`config.mk`:
```
export PLATFORM = sky130hd
export DESIGN_NAME = fcm_fpu_slice
export DESIGN_NICKNAME = d
export VERILOG_FILES = /design/src/hw/fcm_pkg.sv /design/src/hw/fcm_fpu_slice.sv
export SDC_FILE = /design/constraint.sdc
export NUM_CORES = 2
export LEC_CHECK = 0
export BUFFER_PORTS_ARGS = -buffer_cell sky130_fd_sc_hd__buf_4
export CAP_MARGIN = 40
export CELL_PAD_IN_SITES_DETAIL_PLACEMENT = 2
export CELL_PAD_IN_SITES_GLOBAL_PLACEMENT = 2
export CORE_ASPECT_RATIO = 1.75
export CORE_MARGIN = 5
export CORE_UTILIZATION = 44
export CTS_BUF_LIST = sky130_fd_sc_hd__clkbuf_4
export CTS_CLUSTER_SIZE = 12
export DETAILED_ROUTE_END_ITERATION = 7
export MAX_ROUTING_LAYER = met4
export PLACE_DENSITY = 0.95
export RECOVER_POWER = 50
export SYNTH_ARGS = -nofsm -noshare
export SYNTH_HDL_FRONTEND = slang
export SYNTH_SLANG_ARGS = --single-unit
```
`constraint.sdc`:
```
create_clock -name clock -period 132.1 [get_ports clock]
set_clock_uncertainty 0.05 [all_clocks]
set_input_delay 0 -clock clock [delete_from_list [all_inputs] [get_ports clock]]
set_output_delay 0 -clock clock [all_outputs]
set_load 0.1 [all_outputs]
```
`src/hw/fcm_pkg.sv`:
```
package fcm_pkg;

    // instruction field positions
    localparam int FLD_TOP_LSB = 12;
    localparam int FLD_N_LSB = 8;
    localparam int FLD_M_LSB = 4;
    localparam int FLD_SUB_LSB = 0;

    // top nibble shared by every operation of this slice
    localparam logic [3:0] OPC_TOP = 4'hF;

    // low nibble codes
    localparam logic [3:0] SUB_IDX_LOAD = 4'h6;
    localparam logic [3:0] SUB_IDX_STORE = 4'h7;
    localparam logic [3:0] SUB_LOAD = 4'h8;
    localparam logic [3:0] SUB_POSTINC_LOAD = 4'h9;
    localparam logic [3:0] SUB_STORE = 4'hA;
    localparam logic [3:0] SUB_PREDEC_STORE = 4'hB;
    localparam logic [3:0] SUB_REG_MOVE = 4'hC;
    localparam logic [3:0] SUB_SYS = 4'hD;
    localparam logic [3:0] SUB_MAC = 4'hE;

    // second nibble codes under SUB_SYS
    localparam logic [3:0] SYS_COMM_TO_FR = 4'h0;
    localparam logic [3:0] SYS_FR_TO_COMM = 4'h1;
    localparam logic [3:0] SYS_INT_CONVERT = 4'h2;

    // timing of the register-to-register operations, in cycles
    localparam int OP_LATENCY = 2;
    localparam int OP_ISSUE = 1;

    localparam int FR_COUNT = 16;
    localparam logic [31:0] FR_RST = 32'h00000000;
    localparam logic [31:0] COMM_RST = 32'h00000000;
    localparam logic [31:0] GP_STEP = 32'h00000004;

    // single precision layout
    localparam int EXP_LSB = 23;
    localparam int QNAN_BIT = 22;
    localparam logic [7:0] EXP_MAX = 8'hFF;
    localparam logic [31:0] DEFAULT_QNAN = 32'h7FFFFFFF;

    // internal exponent offsets of the 51-bit normaliser
    localparam logic signed [11:0] EXP_INT_CONV = 12'sh09D;
    localparam logic signed [11:0] EXP_MUL_BIAS = 12'sh07E;

    typedef enum logic [1:0] {
        FCM_IDLE = 2'b01,
        FCM_MEM = 2'b10
    } fcm_state_t;

    typedef struct packed {
        logic valid;
        logic we;
        logic [31:0] addr;
        logic [31:0] wdata;
    } fcm_mem_req_t;

    typedef struct packed {
        logic valid;
        logic [3:0] sel;
        logic [31:0] data;
    } fcm_gp_wb_t;

endpackage

```
`src/hw/fcm_fpu_slice.sv`:
```
`timescale 1ns/1ns

// Contract
// - the integer-convert operation reads the comm register as a signed integer and writes its single-precision value to the destination FP register, latency 2, issue 1.
// - the multiply-accumulate operation multiplies FP register zero by the source FP register, latency 2, issue 1.
// - the multiply-accumulate operation adds the destination register's prior value and writes the sum back to that destination only.
// - a denormal multiply-accumulate operand behaves as a zero of the same sign.
// - the two comm moves copy 32 bits unchanged between an FP register and the comm register.
// - the post-increment load adds 4 to the general register only when the load has no address error.
// - the pre-decrement store writes at base minus 4 and updates the base only when the store succeeds.
// - the indexed moves address memory at the index register plus the base register in both directions.
module fcm_fpu_slice (
    input wire logic clock,
    input wire logic rst_n,
    input wire logic op_valid,
    input wire logic [15:0] op_code,
    input wire logic [31:0] gp_source_val,
    input wire logic [31:0] gp_dest_val,
    input wire logic [31:0] gp_index_val,
    input wire logic comm_wr_valid,
    input wire logic [31:0] comm_wr_data,
    input wire logic mem_done,
    input wire logic mem_addr_err,
    input wire logic [31:0] mem_rdata,
    input wire logic [3:0] fr_rd_sel,
    output logic op_ready,
    output fcm_pkg::fcm_mem_req_t mem_req,
    output fcm_pkg::fcm_gp_wb_t gp_wb,
    output logic [31:0] fp_comm_register,
    output logic [31:0] fr_rd_data,
    output logic invalid_evt,
    output logic addr_err_evt
);

    typedef struct packed {
        fcm_pkg::fcm_state_t state;
        logic ready;
        logic [fcm_pkg::FR_COUNT-1:0][31:0] fr;
        logic [31:0] comm;
        logic s1_fr_we;
        logic [3:0] s1_dst;
        logic [31:0] s1_res;
        logic s1_comm_we;
        logic m_load;
        logic [3:0] m_dst;
        fcm_pkg::fcm_gp_wb_t m_gp;
        fcm_pkg::fcm_mem_req_t mem;
        fcm_pkg::fcm_gp_wb_t gp;
        logic [31:0] rd_data;
        logic invalid;
        logic addr_err;
    } fcm_st_t;

    fcm_st_t s_r;
    fcm_st_t s_nxt;

    // normalise, round to nearest even, flush tiny results to zero
    function automatic logic [31:0] fp_pack(
        input logic s,
        input logic signed [11:0] e,
        input logic [50:0] m
    );
        logic [5:0] lz;
        logic found;
        logic [50:0] mn;
        logic signed [11:0] be;
        logic inc;
        logic [24:0] sig;
        logic [31:0] r;
        lz = '0;
        found = 1'b0;
        for (int i = 50; i >= 0; i--)
        begin
            if (!found)
            begin
                if (m[i])
                    found = 1'b1;
                else
                    lz = 6'(lz + 6'd1);
            end
        end
        mn = m << lz;
        be = e + 12'sd1 - $signed({6'b0, lz});
        inc = mn[26] & ((|mn[25:0]) | mn[27]);
        sig = {1'b0, mn[50:27]} + {24'b0, inc};
        if (sig[24])
            be = be + 12'sd1;
        if (m == '0)
            r = {s, 31'b0};
        else if (be >= $signed({4'b0, fcm_pkg::EXP_MAX}))
            r = {s, fcm_pkg::EXP_MAX, 23'b0};
        else if (be <= 12'sd0)
            r = {s, 31'b0};
        else
            r = {s, be[7:0], sig[22:0]};
        return r;
    endfunction

    function automatic logic is_zero(input logic [31:0] x);
        return x[30:fcm_pkg::EXP_LSB] == 8'h00;
    endfunction

    function automatic logic is_inf(input logic [31:0] x);
        return x[30:fcm_pkg::EXP_LSB] == fcm_pkg::EXP_MAX && x[22:0] == 23'h0;
    endfunction

    function automatic logic is_nan(input logic [31:0] x);
        return x[30:fcm_pkg::EXP_LSB] == fcm_pkg::EXP_MAX && x[22:0] != 23'h0;
    endfunction

    function automatic logic is_snan(input logic [31:0] x);
        return is_nan(x) && !x[fcm_pkg::QNAN_BIT];
    endfunction

    // returns {invalid, a * b + c}
    function automatic logic [32:0] fp_mac(
        input logic [31:0] a,
        input logic [31:0] b,
        input logic [31:0] c
    );
        logic ps;
        logic pinf;
        logic pzero;
        logic [47:0] p;
        logic [50:0] mp;
        logic [50:0] mc;
        logic [50:0] mx;
        logic [50:0] my;
        logic [50:0] sh;
        logic [50:0] sum;
        logic signed [11:0] ep;
        logic signed [11:0] ec;
        logic signed [11:0] eb;
        logic signed [11:0] d;
        logic [5:0] dd;
        logic sx;
        logic sy;
        logic so;
        logic [32:0] r;
        ps = a[31] ^ b[31];
        pinf = is_inf(a) | is_inf(b);
        pzero = is_zero(a) | is_zero(b);
        p = {1'b1, a[22:0]} * {1'b1, b[22:0]};
        mp = {1'b0, p, 2'b0};
        ep = $signed({4'b0, a[30:23]}) + $signed({4'b0, b[30:23]}) - fcm_pkg::EXP_MUL_BIAS;
        mc = is_zero(c) ? '0 : {2'b01, c[22:0], 26'b0};
        ec = $signed({4'b0, c[30:23]});
        if (ep >= ec)
        begin
            eb = ep;
            d = ep - ec;
            mx = mp;
            sx = ps;
            my = mc;
            sy = c[31];
        end
        else
        begin
            eb = ec;
            d = ec - ep;
            mx = mc;
            sx = c[31];
            my = mp;
            sy = ps;
        end
        dd = (d > 12'sd50) ? 6'd51 : d[5:0];
        sh = my >> dd;
        sh[0] = sh[0] | (|(my & ((51'b1 << dd) - 51'b1)));
        if (sx == sy)
        begin
            sum = mx + sh;
            so = sx;
        end
        else if (mx >= sh)
        begin
            sum = mx - sh;
            so = sx;
        end
        else
        begin
            sum = sh - mx;
            so = sy;
        end
        if (sum == '0)
            so = 1'b0;
        if (is_snan(a) | is_snan(b) | is_snan(c))
            r = {1'b1, fcm_pkg::DEFAULT_QNAN};
        else if (is_nan(a) | is_nan(b) | is_nan(c))
            r = {1'b0, fcm_pkg::DEFAULT_QNAN};
        else if ((is_inf(a) & is_zero(b)) | (is_zero(a) & is_inf(b)))
            r = {1'b1, fcm_pkg::DEFAULT_QNAN};
        else if (pinf & is_inf(c) & (ps != c[31]))
            r = {1'b1, fcm_pkg::DEFAULT_QNAN};
        else if (pinf)
            r = {1'b0, ps, fcm_pkg::EXP_MAX, 23'b0};
        else if (is_inf(c))
            r = {1'b0, c};
        else if (pzero & is_zero(c))
            r = {1'b0, ps & c[31], 31'b0};
        else if (pzero)
            r = {1'b0, c};
        else
            r = {1'b0, fp_pack(so, eb, sum)};
        return r;
    endfunction

    function automatic logic [31:0] int_to_fp(input logic [31:0] v);
        logic [31:0] mag;
        mag = v[31] ? 32'(-v) : v;
        return fp_pack(v[31], fcm_pkg::EXP_INT_CONV, {mag, 19'b0});
    endfunction

    logic [3:0] f_n;
    logic [3:0] f_m;
    logic [3:0] f_sub;
    logic [31:0] rd_n;
    logic [31:0] rd_m;
    logic [31:0] rd_z;
    logic [31:0] rd_comm;
    logic [32:0] mac_out;
    logic take;

    assign f_n = op_code[fcm_pkg::FLD_N_LSB +: 4];
    assign f_m = op_code[fcm_pkg::FLD_M_LSB +: 4];
    assign f_sub = op_code[fcm_pkg::FLD_SUB_LSB +: 4];
    assign take = op_valid & s_r.ready & (op_code[fcm_pkg::FLD_TOP_LSB +: 4] == fcm_pkg::OPC_TOP);

    // bypass the result that is being written this cycle
    assign rd_n = (s_r.s1_fr_we && s_r.s1_dst == f_n) ? s_r.s1_res : s_r.fr[f_n];
    assign rd_m = (s_r.s1_fr_we && s_r.s1_dst == f_m) ? s_r.s1_res : s_r.fr[f_m];
    assign rd_z = (s_r.s1_fr_we && s_r.s1_dst == 4'h0) ? s_r.s1_res : s_r.fr[0];
    assign rd_comm = s_r.s1_comm_we ? s_r.s1_res : s_r.comm;
    assign mac_out = fp_mac(rd_z, rd_m, rd_n);

    always_comb
    begin
        s_nxt = s_r;
        s_nxt.s1_fr_we = 1'b0;
        s_nxt.s1_comm_we = 1'b0;
        s_nxt.gp.valid = 1'b0;
        s_nxt.invalid = 1'b0;
        s_nxt.addr_err = 1'b0;
        if (s_r.s1_fr_we)
            s_nxt.fr[s_r.s1_dst] = s_r.s1_res;
        if (s_r.s1_comm_we)
            s_nxt.comm = s_r.s1_res;
        if (comm_wr_valid)
            s_nxt.comm = comm_wr_data;
        s_nxt.rd_data = s_nxt.fr[fr_rd_sel];
        s_nxt.s1_dst = f_n;
        s_nxt.m_dst = f_n;
        s_nxt.m_gp = '0;
        s_nxt.m_load = 1'b1;
        case (s_r.state)
            fcm_pkg::FCM_IDLE:
            begin
                if (take)
                begin
                    case (f_sub)
                        fcm_pkg::SUB_MAC:
                        begin
                            s_nxt.s1_fr_we = 1'b1;
                            s_nxt.s1_res = mac_out[31:0];
                            s_nxt.invalid = mac_out[32];
                        end
                        fcm_pkg::SUB_REG_MOVE:
                        begin
                            s_nxt.s1_fr_we = 1'b1;
                            s_nxt.s1_res = rd_m;
                        end
                        fcm_pkg::SUB_SYS:
                        begin
                            if (f_m == fcm_pkg::SYS_INT_CONVERT)
                            begin
                                s_nxt.s1_fr_we = 1'b1;
                                s_nxt.s1_res = int_to_fp(rd_comm);
                            end
                            else if (f_m == fcm_pkg::SYS_COMM_TO_FR)
                            begin
                                s_nxt.s1_fr_we = 1'b1;
                                s_nxt.s1_res = rd_comm;
                            end
                            else if (f_m == fcm_pkg::SYS_FR_TO_COMM)
                            begin
                                s_nxt.s1_comm_we = 1'b1;
                                s_nxt.s1_res = rd_n;
                            end
                        end
                        fcm_pkg::SUB_LOAD, fcm_pkg::SUB_POSTINC_LOAD, fcm_pkg::SUB_IDX_LOAD:
                        begin
                            s_nxt.state = fcm_pkg::FCM_MEM;
                            s_nxt.ready = 1'b0;
                            s_nxt.mem = '{valid: 1'b1, we: 1'b0, addr: gp_source_val, wdata: '0};
                            if (f_sub == fcm_pkg::SUB_IDX_LOAD)
                                s_nxt.mem.addr = gp_index_val + gp_source_val;
                            if (f_sub == fcm_pkg::SUB_POSTINC_LOAD)
                                s_nxt.m_gp = '{valid: 1'b1, sel: f_m,
                                    data: gp_source_val + fcm_pkg::GP_STEP};
                        end
                        fcm_pkg::SUB_STORE, fcm_pkg::SUB_PREDEC_STORE, fcm_pkg::SUB_IDX_STORE:
                        begin
                            s_nxt.state = fcm_pkg::FCM_MEM;
                            s_nxt.ready = 1'b0;
                            s_nxt.m_load = 1'b0;
                            s_nxt.mem = '{valid: 1'b1, we: 1'b1, addr: gp_dest_val, wdata: rd_m};
                            if (f_sub == fcm_pkg::SUB_IDX_STORE)
                                s_nxt.mem.addr = gp_index_val + gp_dest_val;
                            if (f_sub == fcm_pkg::SUB_PREDEC_STORE)
                            begin
                                s_nxt.mem.addr = gp_dest_val - fcm_pkg::GP_STEP;
                                s_nxt.m_gp = '{valid: 1'b1, sel: f_n,
                                    data: gp_dest_val - fcm_pkg::GP_STEP};
                            end
                        end
                        default:
                        begin
                            s_nxt.s1_fr_we = 1'b0;
                        end
                    endcase
                end
            end
            fcm_pkg::FCM_MEM:
            begin
                s_nxt.m_load = s_r.m_load;
                s_nxt.m_dst = s_r.m_dst;
                s_nxt.m_gp = s_r.m_gp;
                if (mem_done)
                begin
                    s_nxt.state = fcm_pkg::FCM_IDLE;
                    s_nxt.ready = 1'b1;
                    s_nxt.mem.valid = 1'b0;
                    if (mem_addr_err)
                        s_nxt.addr_err = 1'b1;
                    else
                    begin
                        s_nxt.gp = s_r.m_gp;
                        s_nxt.s1_fr_we = s_r.m_load;
                        s_nxt.s1_dst = s_r.m_dst;
                        s_nxt.s1_res = mem_rdata;
                    end
                end
            end
            default:
            begin
                s_nxt.state = fcm_pkg::FCM_IDLE;
                s_nxt.ready = 1'b1;
                s_nxt.mem.valid = 1'b0;
            end
        endcase
    end

    always_ff @(posedge clock or negedge rst_n)
    begin
        if (!rst_n)
        begin
            s_r <= '0;
            s_r.state <= fcm_pkg::FCM_IDLE;
            s_r.ready <= 1'b1;
        end
        else
            s_r <= s_nxt;
    end

    assign op_ready = s_r.ready;
    assign mem_req = s_r.mem;
    assign gp_wb = s_r.gp;
    assign fp_comm_register = s_r.comm;
    assign fr_rd_data = s_r.rd_data;
    assign invalid_evt = s_r.invalid;
    assign addr_err_evt = s_r.addr_err;

endmodule

```
==> summary.txt, run 1 <==
Clock tree
  • Clock Tree Buf Depth: 4
  • Clk sink count: 763
  • Post-CTS setup buffers: 0
  • Root buf cell: clkbuf_4
  • Num CTS Buffers: 198
  • H-Tree Depth: 4
  • CTS Hold Bufs: 486
  • Post-CTS sizing: 0

Synth
  • Synth cell types: 143
  • Avg Inst Size Synth: 8.53 um2
  • Cell area after synthesis: 104000 um2
  • Cell taking the most area after synthesis: dfrtp_1
  • EDFF count, synth: 0
  • List of most frequent post-synthesis cells: nand2_1 (1325), nor2_1 (1136), inv_1 (889)
  • Synth top area cells: dfrtp_1 (18%), fa_1 (9.4%), mux4_2 (8.9%)
  • Seq/Total Area, Yosys: 0.183
  • Syn nets: 13400
  • Synth Register Bits: 763
  • Mapped Cells: 12200
  • Top_reg_cell synth: dfrtp_1
  • Top-area cell type share of the netlist area: 0.183
  • Async set-reset flop share out of synthesis: 1.00
  • Syn. warnings: 0
  • Most numerous cell in the Yosys netlist: nand2_1

Status
  • Halt Stage: clock tree synthesis
  • Stop err: [ERROR DPL-0033] detailed placement checks failed during check placement.
  • Run status: did not finish

Place
  • RePlAce Congestion: 1.07
  • Port Buffers: 355
  • Number of placed instances, taps included: 15200
  • Post-DP HPWL: 551000 um

Die
  • Rows: 236
  • Ports: 356
  • Die height: 655 um
  • Die width: 378 um
  • Starting Density: 0.442
-- cell families after synthesis --
logic type                 Yosys count  synth area share
buffers and inverters             1885            0.0772
DFF                                763             0.183
AOI/OAI and AO/OA                 2834             0.174
and+or+nand+nor                   3824             0.169
adders and majority gates         1008             0.156
xor gates and xnor gates           533            0.0494
other                                1         0.0000359
muxes                             1400             0.192
-- through the flow --
stage          worst slack, ps  area [um2]
3_5_place_dp             74740      111000
3_3_place_gp             74800      110000
2_1_floorplan            84550      104000
==> run 2, diff against run 1 <==
==> config.mk (replaced) <==
export PLATFORM = sky130hd
export DESIGN_NAME = fcm_fpu_slice
export DESIGN_NICKNAME = d
export VERILOG_FILES = /design/src/hw/fcm_pkg.sv /design/src/hw/fcm_fpu_slice.sv
export SDC_FILE = /design/constraint.sdc
export NUM_CORES = 2
export LEC_CHECK = 0
export BUFFER_PORTS_ARGS = -buffer_cell sky130_fd_sc_hd__buf_4
export CAP_MARGIN = 40
export CORE_MARGIN = 5
export CORE_UTILIZATION = 40
export DETAILED_ROUTE_END_ITERATION = 7
export PLACE_DENSITY_LB_ADDON = 0.15
export RECOVER_POWER = 50
export SYNTH_ARGS = -nofsm -noshare
export SYNTH_HDL_FRONTEND = slang
export SYNTH_SLANG_ARGS = --single-unit
==> summary.txt, run 2 <==
Synth
  • Synth top area cells: dfrtp_1 (18%), fa_1 (9.4%), mux4_2 (8.9%)
  • Adder-cell share of the synthesized area: 0.156 (unchanged)
  • Syn nets: 13400 (unchanged)
  • Top-area cell type share of the netlist area: 0.183 (unchanged)
  • Cell taking the most area after synthesis: dfrtp_1
  • Seq/Total Area, Yosys: 0.183 (unchanged)
  • Cell area after synthesis: 104000 um2 (unchanged)
  • EDFF count, synth: 0 (unchanged)
  • Simple-gate portion of the synthesized area: 0.169 (unchanged)
  • List of most frequent post-synthesis cells: nand2_1 (1325), nor2_1 (1136), inv_1 (889)
  • Mapped Cells: 12200 (unchanged)
  • Main combinational cell family by area after synthesis: multiplexers
  • Async set-reset flop share out of synthesis: 1.00 (unchanged)
  • Mux share of post-synthesis cell area: 0.192 (unchanged)
  • Avg Inst Size Synth: 8.53 um2 (unchanged)
  • Most numerous cell in the Yosys netlist: nand2_1
  • Compound-gate portion of the synthesized area: 0.174 (unchanged)
  • Synth cell types: 143 (unchanged)
  • Synth Register Bits: 763 (unchanged)
  • Top_reg_cell synth: dfrtp_1
  • XOR/XNOR Fraction of Synth Area: 0.0494 (unchanged)
  • Syn. warnings: 0 (unchanged)

Flow run
  • Max-Cap Viols: 15

Die
  • Die width: 521 um (+38%)
  • Core footprint: 260000 um2
  • Die area: 271000 um2
  • Die height: 521 um (-20%)
  • Starting Density: 0.402 (-0.0400)
  • Ports: 356 (unchanged)
  • Rows: 187 (-21%)

Layout
  • Most common cell after layout, fill and taps aside: nand2_1
  • Fin nets: 13600
  • Final cell count without fillers: 15900
  • Most frequent cells in the layout: nand2_1 (1323), nor2_1 (1125), inv_1 (887), a21oi_1 (792), dfrtp_1 (761)
  • Max reg flops: 594
  • Reg with most FFs: s_r
  • Share of post-route cells with drive strength above 1: 0.160
  • P&R area growth vs syn: 11.1%
  • FILL cells: 25700

Drt
  • Wire per inst: 31.9 um
  • # DRC: 0
  • Detail Route Antenna Nets: 0
  • Via count: 103000
  • DR iter-0 viols: 11300
  • Total Routed Length: 508000 um
  • Pre-antenna DRT Iters: 6
  • Routed vias/inst: 6.46

Status
  • Failing checks: max-capacitance violations, max-slew violations
  • Run status: complete, but fails checks

Place
  • RePlAce Congestion: 1.01 (-4.8%)
  • Number of placed instances, taps included: 15400 (+1.7%)
  • Port Buffers: 355 (unchanged)
  • Post-DP HPWL: 386000 um (-30%)

Clock tree
  • Clock Tree Buf Depth: 3 (-1)
  • CTS tree: done
  • Root buf cell: clkbuf_16
  • Worst-path clk slew: 70 ps
  • Clk sink count: 763 (unchanged)
  • Num CTS Buffers: 93 (-53%)
  • H-Tree Depth: 3 (-1)
  • Worst-skew pair later-pin latency: 770 ps

Timing
  • Final setup vio count: 0
  • Worst hold slack: 96.2 ps
  • Fin Setup TNS: 0 ps
  • Rel. slew slack: -2.58
  • Period utilization: 0.433
  • Worst-margin pin slew: 5370 ps
  • Fmax: 17.5 MHz
  • Final hold violation count: 0
  • RSZ-0062 raised after global routing: no
  • Fin crit period: 57140 ps
  • Fin. max-slew vios: 621

Worst setup path
  • Critical path endpoint category: register
  • Delay-heaviest family, CP: adder cells
  • Setup slack, reg-to-reg: 74960 ps
  • Slowest-stage cell, CP: clkinv_1
  • CP Data Required Time: 132720 ps
  • Startpoint Class: register
  • Critical Path Max Stage Delay: 950 ps
  • Largest fanout on the critical path: 57
  • Most frequent CP cell: ha_1
  • Worst Path Buf+Inv: 18
  • CP Data Arrival Time: 57760 ps
  • WS Path Type: register to register

Global routing
  • Global-route wire length before repair: 729000 um
  • Total GRT Usage: 0.362
  • GRT overflow: 0
  • Largest net degree at the start of global routing: 84
  • Initial antenna violation count: 56
  • Vias in the first global route: 101000

Pwr
  • Worst vdd ir: 0.0132 mV
  • P_leak: 50.6 nW
  • PD cells: 15.4 nW/um2

Worst hold path
  • Worst min-delay path class: input port to register
run 2: final timing paths:
check,cells after the start,endpoint,start
max,224,s_r[182]$_DFFE_PN0P_,s_r[216]$_DFF_PN0_
min,7,s_r[186]$_DFFE_PN0P_,op_code[0]
max reg2reg,224,s_r[182]$_DFFE_PN0P_,s_r[216]$_DFF_PN0_
min reg2reg,1,gp_wb[36]$_DFF_PN0_,s_r[173]$_DFFE_PN0N_
max in group asynchronous,6,s_r[285]$_DFF_PN0_,rst_n
min in group asynchronous,4,s_r[631]$_DFF_PN0_,rst_n
run 2: layout make-up:
type | instances | area [um2] | area share
well taps | 3402 | 4260 | 0.0367
flip-flops and latches | 763 | 19100 | 0.165
diodes | 28 | 70.1 | 0.000604
clock inverters | 43 | 574 | 0.00495
clock buffers | 130 | 2740 | 0.0236
repair buffers | 1025 | 8070 | 0.0696
multi-input cells | 9600 | 77700 | 0.670
inverters | 917 | 3460 | 0.0298
run 2: cells by family after synthesis:
family,after synthesis
AO/OA/AOI/OAI,2834
XOR/XNOR,533
adder cells (fa/ha/maj),1008
buffers and inverters,1885
flip-flops,763
multiplexers,1400
other,1
AND/OR/NAND/NOR,3824
run 2: metrics by stage:
stage           util  total power, mW  area (um2)  setup slack [ps]
2_1_floorplan      -             1.02      104000             84550
3_3_place_gp   0.422             1.45      110000             74750
3_5_place_dp   0.427             1.46      111000             76380
4_1_cts        0.450             1.75      117000             75670
5_1_grt        0.446             1.86      116000             71700
6_report       0.447             1.79      116000             74960
run 2: worst min-delay path, stage by stage:
cell and delay [ps]:
buf_4 120, clkinv_1 270, a31oi_1 140, nand2_1 70
a21oi_1 60, a21oi_1 110, a41oi_1 50
run 2: what timing repair did:
item	in CTS	in global routing
resized for setup	0	0
setup buffers	0	0
hold endpoints to repair	256	0
hold buffers	262	0
run 2: report_power, final:
part | internal [mW] | switching, mW
Sequential | 0.255 | 0.0215
Combinational | 0.369 | 0.861
Clock | 0.158 | 0.120
run 2: per-layer routing:
layer / vias up / share of wire / track usage
met1: 51700 / 0.39 / 0.457
met4: 36 / 0.076 / 0.220
met5: - / 0.00047 / 0
met3: 1449 / 0.098 / 0.0954
li1: 43900 / - / -
met2: 5644 / 0.43 / 0.554
(Power assumes the default switching activity.)
